--- src/design/atms_defs.svh ---
// Purpose: Constants for the auxiliary and temperature measurement sequencer.
// Assumes: Internal oscillator modelled as clk at 100 MHz.
// Notes:   Counts are in clk cycles; half cycles are rounded up to whole cycles.
`ifndef ATMS_DEFS_SVH
`define ATMS_DEFS_SVH
`define ATMS_FN_AUX_SINGLE   4'h5
`define ATMS_FN_TEMP_FIRST   4'h6
`define ATMS_FN_TEMP_SECOND  4'h7
`define ATMS_FN_AUX_CONT     4'h8
`define ATMS_FN_XSCAN        4'h1
`define ATMS_FN_YSCAN        4'h2
// Overhead of 3.5 cycles held as seven half cycles, rounded up to 4 whole cycles.
`define ATMS_AUX_OH_HALF     8'h07
`define ATMS_AUX_OH_CYC      8'(( `ATMS_AUX_OH_HALF + 8'h01) >> 1)
`define ATMS_CONV_OH_CYC     8'h03
`define ATMS_CLK_RATIO       8'h02
`define ATMS_RES_BITS        8'h0C
`define ATMS_NUM_CONV        8'h01
`define ATMS_PREPROC_LAT     8'h02
`define ATMS_STAB_DLY        8'h10
`endif

--- src/design/atms_pkg.sv ---
// Purpose: Types for the auxiliary and temperature measurement sequencer.
// Assumes: Nothing beyond the constants header.
// Notes:   None.
`default_nettype none
package atms_pkg;
  typedef enum logic [2:0] {ST_IDLE, ST_OVERHEAD, ST_DRVON, ST_CONV, ST_PREPROC, ST_LOAD} atms_state_t;
  typedef struct packed {
    logic        valid;
    logic [3:0]  func;
  } atms_cmd_t;
endpackage
`default_nettype wire

--- src/design/aux_temp_measure_sequencer.sv ---
// Purpose: Times auxiliary, temperature and host-driven scan conversions.
// Assumes: Command arrives decoded from the serial link, on clk.
// Notes: panel drivers and converter are external; this block sequences them.
// Notes on behaviour
// Code 0101 starts one auxiliary measurement that does not repeat.
// Code 1000 repeats auxiliary measurements until another code is given.
// Code 0110 starts the first temperature measurement.
// Code 0111 starts the second temperature measurement.
// Temperature measurements use the same sequence and length as the single auxiliary one.
// A measurement is 3.5 cycles overhead, then N conversions, then preprocessing latency.
// In host-driven scan mode, drivers found off are switched on by the device before the scan.
// When the device switches drivers on itself it waits the stabilization delay first.
// Each conversion carries three extra oscillator cycles of overhead.
// In host-driven scan mode the interrupt pin only shows pen touch.
// At the end the result is loaded and only then data-ready is raised.
`include "atms_defs.svh"
`default_nettype none
module aux_temp_measure_sequencer (
  input  wire logic              clk,
  input  wire logic              rst_n,
  input  wire atms_pkg::atms_cmd_t cmd,
  input  wire logic              hostDrivenScanMode,
  input  wire logic              driversOn,
  input  wire logic              penTouch,
  input  wire logic [11:0]       convData,
  output logic                   driverEnable,
  output logic                   sampleStrobe,
  output logic                   busy,
  output logic [11:0]            resultData,
  output logic                   dataReady,
  output logic                   penIrqDataReadyPin
);
  atms_pkg::atms_state_t stateQ;
  logic [7:0]  cntQ;
  logic [7:0]  convLeftQ;
  logic [3:0]  funcQ;
  logic        contQ;
  logic        driverEnableQ;
  logic        sampleQ;
  logic        busyQ;
  logic [11:0] resultQ;
  logic        dataReadyQ;
  logic        pinQ;
  logic        penS1Q;
  logic        penS2Q;
  logic        drvS1Q;
  logic        drvS2Q;
  logic        isMeas;
  logic        isScan;
  logic [7:0]  convLen;

  assign isMeas = cmd.valid && (cmd.func == `ATMS_FN_AUX_SINGLE || cmd.func == `ATMS_FN_AUX_CONT
                  || cmd.func == `ATMS_FN_TEMP_FIRST || cmd.func == `ATMS_FN_TEMP_SECOND);
  assign isScan = cmd.valid && hostDrivenScanMode
                  && (cmd.func == `ATMS_FN_XSCAN || cmd.func == `ATMS_FN_YSCAN);
  // Bit cycles then the fixed conversion overhead.
  assign convLen = 8'((`ATMS_RES_BITS + 8'h02) * `ATMS_CLK_RATIO + `ATMS_CONV_OH_CYC);

  always_ff @(posedge clk or negedge rst_n) begin
    if (!rst_n) begin
      penS1Q <= 1'b0;
      penS2Q <= 1'b0;
      drvS1Q <= 1'b0;
      drvS2Q <= 1'b0;
    end else begin
      penS1Q <= penTouch;
      penS2Q <= penS1Q;
      drvS1Q <= driversOn;
      drvS2Q <= drvS1Q;
    end
  end

  always_ff @(posedge clk or negedge rst_n) begin
    if (!rst_n) begin
      stateQ    <= atms_pkg::ST_IDLE;
      cntQ      <= 8'h00;
      convLeftQ <= 8'h00;
      funcQ     <= 4'h0;
      contQ     <= 1'b0;
    end else begin
      // Any code other than 1000 ends continuous mode.
      // The function is latched only from idle, so a code refused while busy cannot suppress data-ready.
      if (cmd.valid) begin
        contQ <= cmd.func == `ATMS_FN_AUX_CONT;
      end
      case (stateQ)
        atms_pkg::ST_IDLE: begin
          if (cmd.valid) begin
            funcQ <= cmd.func;
          end
          if (isMeas) begin
            stateQ <= atms_pkg::ST_OVERHEAD;
            cntQ   <= `ATMS_AUX_OH_CYC;
          end else if (isScan && !drvS2Q) begin
            stateQ <= atms_pkg::ST_DRVON;
            cntQ   <= `ATMS_STAB_DLY;
          end else if (isScan) begin
            stateQ    <= atms_pkg::ST_CONV;
            cntQ      <= convLen;
            convLeftQ <= `ATMS_NUM_CONV;
          end
        end
        atms_pkg::ST_DRVON, atms_pkg::ST_OVERHEAD: begin
          if (cntQ == 8'h01) begin
            stateQ    <= atms_pkg::ST_CONV;
            cntQ      <= convLen;
            convLeftQ <= `ATMS_NUM_CONV;
          end else begin
            cntQ <= cntQ - 8'h01;
          end
        end
        atms_pkg::ST_CONV: begin
          if (cntQ == 8'h01) begin
            if (convLeftQ == 8'h01) begin
              stateQ <= atms_pkg::ST_PREPROC;
              cntQ   <= `ATMS_PREPROC_LAT;
            end else begin
              convLeftQ <= convLeftQ - 8'h01;
              cntQ      <= convLen;
            end
          end else begin
            cntQ <= cntQ - 8'h01;
          end
        end
        atms_pkg::ST_PREPROC: begin
          if (cntQ == 8'h01) begin
            stateQ <= atms_pkg::ST_LOAD;
          end else begin
            cntQ <= cntQ - 8'h01;
          end
        end
        atms_pkg::ST_LOAD: begin
          if (contQ && !(cmd.valid && cmd.func != `ATMS_FN_AUX_CONT)) begin
            stateQ <= atms_pkg::ST_OVERHEAD;
            cntQ   <= `ATMS_AUX_OH_CYC;
          end else begin
            stateQ <= atms_pkg::ST_IDLE;
          end
        end
        default: stateQ <= atms_pkg::ST_IDLE;
      endcase
    end
  end

  always_ff @(posedge clk or negedge rst_n) begin
    if (!rst_n) begin
      driverEnableQ <= 1'b0;
      sampleQ       <= 1'b0;
      busyQ         <= 1'b0;
    end else begin
      if (stateQ == atms_pkg::ST_DRVON) begin
        driverEnableQ <= 1'b1;
      end else if (stateQ == atms_pkg::ST_IDLE && drvS2Q) begin
        driverEnableQ <= 1'b0;
      end
      sampleQ <= stateQ == atms_pkg::ST_CONV && cntQ == 8'h01;
      busyQ   <= stateQ != atms_pkg::ST_IDLE;
    end
  end

  always_ff @(posedge clk or negedge rst_n) begin
    if (!rst_n) begin
      resultQ    <= 12'h000;
      dataReadyQ <= 1'b0;
      pinQ       <= 1'b1;
    end else begin
      if (sampleQ) begin
        resultQ <= convData;
      end
      // Result settles during PREPROC; the flag rises the cycle after LOAD.
      dataReadyQ <= stateQ == atms_pkg::ST_LOAD && funcQ != `ATMS_FN_XSCAN && funcQ != `ATMS_FN_YSCAN;
      if (hostDrivenScanMode) begin
        pinQ <= !penS2Q;
      end else begin
        pinQ <= !(penS2Q || dataReadyQ);
      end
    end
  end

  assign driverEnable       = driverEnableQ;
  assign sampleStrobe       = sampleQ;
  assign busy               = busyQ;
  assign resultData         = resultQ;
  assign dataReady          = dataReadyQ;
  assign penIrqDataReadyPin = pinQ;

  a_meas_start_ovh: assert property (@(posedge clk) disable iff (!rst_n)
    (stateQ == atms_pkg::ST_IDLE && isMeas) |=> stateQ == atms_pkg::ST_OVERHEAD && cntQ == 8'h04)
    else $error("measurement did not start with overhead");
  a_temp_same_seq: assert property (@(posedge clk) disable iff (!rst_n)
    (stateQ == atms_pkg::ST_IDLE && cmd.valid && cmd.func == `ATMS_FN_TEMP_FIRST) |=> stateQ == atms_pkg::ST_OVERHEAD)
    else $error("temperature first not sequenced");
  a_temp_measure_second_seq: assert property (@(posedge clk) disable iff (!rst_n)
    (stateQ == atms_pkg::ST_IDLE && cmd.valid && cmd.func == `ATMS_FN_TEMP_SECOND) |=> stateQ == atms_pkg::ST_OVERHEAD)
    else $error("temperature second not sequenced");
  a_ovh_to_conv: assert property (@(posedge clk) disable iff (!rst_n)
    (stateQ == atms_pkg::ST_OVERHEAD && $past(stateQ) == atms_pkg::ST_IDLE) |-> ##4 stateQ == atms_pkg::ST_CONV)
    else $error("overhead length wrong");
  a_conv_len: assert property (@(posedge clk) disable iff (!rst_n)
    (stateQ == atms_pkg::ST_CONV && $changed(stateQ)) |-> cntQ == 8'h1F)
    else $error("conversion length wrong");
  a_drv_autoon: assert property (@(posedge clk) disable iff (!rst_n)
    (stateQ == atms_pkg::ST_IDLE && isScan && !drvS2Q) |=> stateQ == atms_pkg::ST_DRVON ##1 driverEnable)
    else $error("drivers not switched on");
  a_stab_delay: assert property (@(posedge clk) disable iff (!rst_n)
    (stateQ == atms_pkg::ST_DRVON && $changed(stateQ)) |-> stateQ == atms_pkg::ST_DRVON [*8])
    else $error("stabilization delay cut short");
  a_single_ends: assert property (@(posedge clk) disable iff (!rst_n)
    (stateQ == atms_pkg::ST_LOAD && funcQ == `ATMS_FN_AUX_SINGLE) |=> stateQ == atms_pkg::ST_IDLE)
    else $error("single measurement repeated");
  a_cont_repeat: assert property (@(posedge clk) disable iff (!rst_n)
    (stateQ == atms_pkg::ST_LOAD && contQ && !cmd.valid) |=> stateQ == atms_pkg::ST_OVERHEAD)
    else $error("continuous measurement stopped");
  a_ready_after: assert property (@(posedge clk) disable iff (!rst_n)
    $rose(dataReady) |-> $past(stateQ) == atms_pkg::ST_LOAD)
    else $error("data ready without load");
  a_pin_pen_only: assert property (@(posedge clk) disable iff (!rst_n)
    (hostDrivenScanMode && $past(hostDrivenScanMode)) |-> penIrqDataReadyPin == !$past(penS2Q))
    else $error("pin shows more than pen touch");
  c_aux_single: cover property (@(posedge clk) disable iff (!rst_n) $rose(dataReady) && funcQ == `ATMS_FN_AUX_SINGLE);
  c_aux_cont: cover property (@(posedge clk) disable iff (!rst_n) stateQ == atms_pkg::ST_LOAD && contQ);
  c_temp: cover property (@(posedge clk) disable iff (!rst_n) $rose(dataReady) && funcQ == `ATMS_FN_TEMP_SECOND);
  c_drvon: cover property (@(posedge clk) disable iff (!rst_n) stateQ == atms_pkg::ST_DRVON);
endmodule // aux_temp_measure_sequencer
`default_nettype wire

--- config.mk ---
export PLATFORM = sky130hd
export DESIGN_NAME = aux_temp_measure_sequencer
export DESIGN_NICKNAME = d
export VERILOG_FILES = /design/src/design/atms_pkg.sv /design/src/design/aux_temp_measure_sequencer.sv
export VERILOG_INCLUDE_DIRS = /design/src /design/src/design
export SDC_FILE = /design/constraint.sdc
export NUM_CORES = 1
export LEC_CHECK = 0
export BUFFER_PORTS_ARGS = -buffer_cell sky130_fd_sc_hd__buf_2
export CORE_ASPECT_RATIO = 2
export CORE_MARGIN = 2
export CORE_UTILIZATION = 35
export DETAILED_ROUTE_END_ITERATION = 10
export PLACE_DENSITY_LB_ADDON = 0.1
export SLEW_MARGIN = 20
export SYNTH_ARGS = -nofsm -noshare
export SYNTH_HDL_FRONTEND = slang
export SYNTH_SLANG_ARGS = --single-unit
--- constraint.sdc ---
create_clock -name clk -period 3.8 [get_ports clk]
set_clock_uncertainty 0.15 [all_clocks]
set_input_delay 0.19 -clock clk [delete_from_list [all_inputs] [get_ports clk]]
set_output_delay 0.19 -clock clk [all_outputs]
set_load 0.005 [all_outputs]
==> out/summary.txt <==
Power Density - 672 nW/µm²
number of synthesized flops with an enable pin - 0
Inserted Clock Buffers - 5
arrival time at the worst endpoint - 2.88 ns
Starting Density - 36.4%
largest area contributor in the netlist - dfrtp_1
Die Width - 61.3 µm
core area - 6310 µm²
number of max-cap violations - 0
Cell variety after synth - 50
crit share post-route - 73.8%
Syn Nets - 254
Clock Root Buffer - clkbuf_16
Rel. slew slack - 62.7%
setup TNS - 0 ns
async set-reset flop share out of synthesis - 100%
status - complete, no violations
Diodes inserted - 0
vias in the first global route - 1923
Vias - 1926
multi-input logic area - 1090 µm²
dpl ws - 1.02 ns
final net count - 309
die height - 119 µm
unrepaired setup endpoints after global routing - no
Post-Route WL - 5730 µm
post-CTS setup repair buffer count - 0
largest net degree at the start of global routing - 46
delay-heaviest family, CP - simple AND/OR/NAND/NOR gates
Mapped Avg Cell Area - 10.1 µm²
crit end category - register
Post-Syn Area - 2300 µm²
Flop pwr share - 39.8%
net switching power - 0.000699 W
count of mapped cells out of synthesis - 228
P&R area growth vs syn - 25.7%
PortBufs - 38
Routed wire per std cell - 15.5 µm
routability cong. - 0.814
#FFs+latches synth - 45
Synth area leaders - dfrtp_1, mux2_2, o21ai_0
worst-margin pin slew - 0.560 ns
setup violators final - 0
dpl hpwl - 4350 µm
first-pass GRT wire length - 9090 µm
# fillers - 640
Final Hold Viols - 0
antenna violations before repair - 0
CTS Hold Buffers Added - 16
Buf/Inv on CP - 0
Synth Flop Type - dfrtp_1
Site Rows - 41
clock latency on the worst-skew pair - 0.29 ns
Total Routing Usage GR - 17.2%
worst vdd rail ir drop - 0.000235 V
critical path type - reg2reg
Final Instance Area - 2890 µm²
crit path launch type - register
post-cts resize count - 0
Switching Share - 36.0%
drt pass-1 iters - 5
post-place instance area - 2570 µm²
full die area - 7270 µm²
Critical Path Fanout Max - 11
TritonCTS Sinks - 45
Hold WC Path Type - in2reg
FMAX - 0.356 GHz
Clock power frac - 22.6%
Reg clk slew, reported paths - 0.06 ns
share of cells above drive strength 1 - 26.1%
minimum clock period - 2.81 ns
grt total ovfl - 0
Final ANT Viol Nets - 0
Slew Viols, Final - 0
Pint - 0.00124 W
top-area cell type share of the netlist area - 47.9%
Residual DRC - 0
critical path required time - 3.87 ns
crit-path cells - or4_4 -> or4b_4 -> a21oi_1 -> o211ai_4 -> or4_1 -> nand3_1
DR iter-0 viols - 38
Crit path largest cell delay - 0.59 ns
CTS max path bufs - 2
sequential element share of the synthesized area - 49.0%
Yosys warning total - 0
Lkg Pwr - 1.33 nW
Crit-path slowest cell - or4b_4
Setup WS post-layout - 0.994 ns
CTS H-tree lvls - 2
combinational share of power - 37.7%
CTS tree - done
Sequential Area - 1130 µm²
IO Pins - 39
post-DR vias/cell - 5.21
## flip-flops by register name, summed over array words and instances, names as in the netlist, 3 cells and up
name and cells:
cntQ 8, stateQ 3, convLeftQ 8, funcQ 4
resultData 12
## power groups by stage
stage               logic [W]  clock network, W  registers [W]
floorplan            0.000530                 0       0.000734
global route         0.000823          0.000472       0.000799
detailed placement   0.000720                 0       0.000782
CTS                  0.000739          0.000454       0.000774
finish               0.000731          0.000438       0.000772
global placement     0.000716                 0       0.000777
## worst paths after layout
check / cells past startpoint / startpoint / slack, ns / endpoint
max reg2reg: 6 / cntQ[2]$_DFFE_PN0P_ / 0.99 / convLeftQ[3]$_DFFE_PN0P_
min reg2reg: 0 / drvS1Q$_DFF_PN0_ / 0.20 / drvS2Q$_DFF_PN0_
max: 6 / cntQ[2]$_DFFE_PN0P_ / 0.99 / convLeftQ[3]$_DFFE_PN0P_
min in group asynchronous: 2 / rst_n / 0.28 / resultData[6]$_DFFE_PN0P_
min: 2 / cmd[3] / 0.03 / funcQ[3]$_DFFE_PN0P_
max in group asynchronous: 2 / rst_n / 2.83 / cntQ[5]$_DFFE_PN0P_
## layer usage
layer,vias to the layer above,global-route usage [%],share of wire (%)
li1,931,-,-
met1,925,15.7,35
met2,51,31.2,57
met3,19,3.72,3.2
met4,0,11.1,4.9
met5,-,0,0
## cell usage after synthesis (2+ instances only)
library cell  count
nor4_1            2
nand3_1           6
or2_2             2
or3_1             3
ha_1              4
o21a_1            2
clkbuf_1          5
or4_1             2
a21boi_0          2
a22oi_1           2
dfrtp_1          44
nand2_1          18
xnor2_1           5
nor3_1            8
nor4b_1           2
mux2_2           18
o31ai_1           3
nor2_1           23
buf_1             2
o21ai_0          18
a31oi_1           3
nand2b_1          5
mux2i_1           2
xor2_1            2
a21oi_1           9
o21bai_1          2
inv_1            11
## cells by family after synthesis
family	synth area share [%]
compound gates	15.8
simple gates	17.1
mux	9.69
xor+xnor	2.67
buf+inv	3.43
flops	49.0
fa+ha+maj	2.18
## per-stage QoR
| step | std cells | utilization [%] | power [W] | hold slack [ns] |
|---|---|---|---|---|
| 2_1_floorplan | 228 | - | 0.00126 | -0.256 |
| 3_3_place_gp | 346 | 40.8 | 0.00149 | 0.149 |
| 3_5_place_dp | 346 | 40.8 | 0.00150 | 0.150 |
| 4_1_cts | 370 | 45.7 | 0.00197 | 0.0285 |
| 5_1_grt | 370 | 45.8 | 0.00209 | 0.0394 |
| 6_report | 370 | 45.8 | 0.00194 | 0.0307 |
## layout make-up
| cell class | count | area share [%] |
|---|---|---|
| clock buffer | 6 | 4.81 |
| clock inverter | 2 | 0.476 |
| inverter | 11 | 1.43 |
| multi-input combinational | 164 | 37.8 |
| sequential | 45 | 39.0 |
| tap | 86 | 3.72 |
| timing repair buffer | 56 | 12.7 |
## placed cells by master, fill, tap and decap left out, types with 3 or more instances in the layout
| cell type | instances |
|---|---|
| ha_1 | 4 |
| inv_1 | 11 |
| a31oi_1 | 3 |
| o21ai_0 | 18 |
| xnor2_1 | 5 |
| clkbuf_16 | 5 |
| mux2_2 | 18 |
| nor3_1 | 8 |
| or3_1 | 3 |
| buf_4 | 3 |
| buf_2 | 37 |
| nand2b_1 | 5 |
| a21oi_1 | 9 |
| o31ai_1 | 3 |
| nor2_1 | 23 |
| nand2_1 | 18 |
| nand3_1 | 6 |
| dfrtp_1 | 44 |
| dlygate4sd3_1 | 16 |
(Power assumes the default switching activity.)
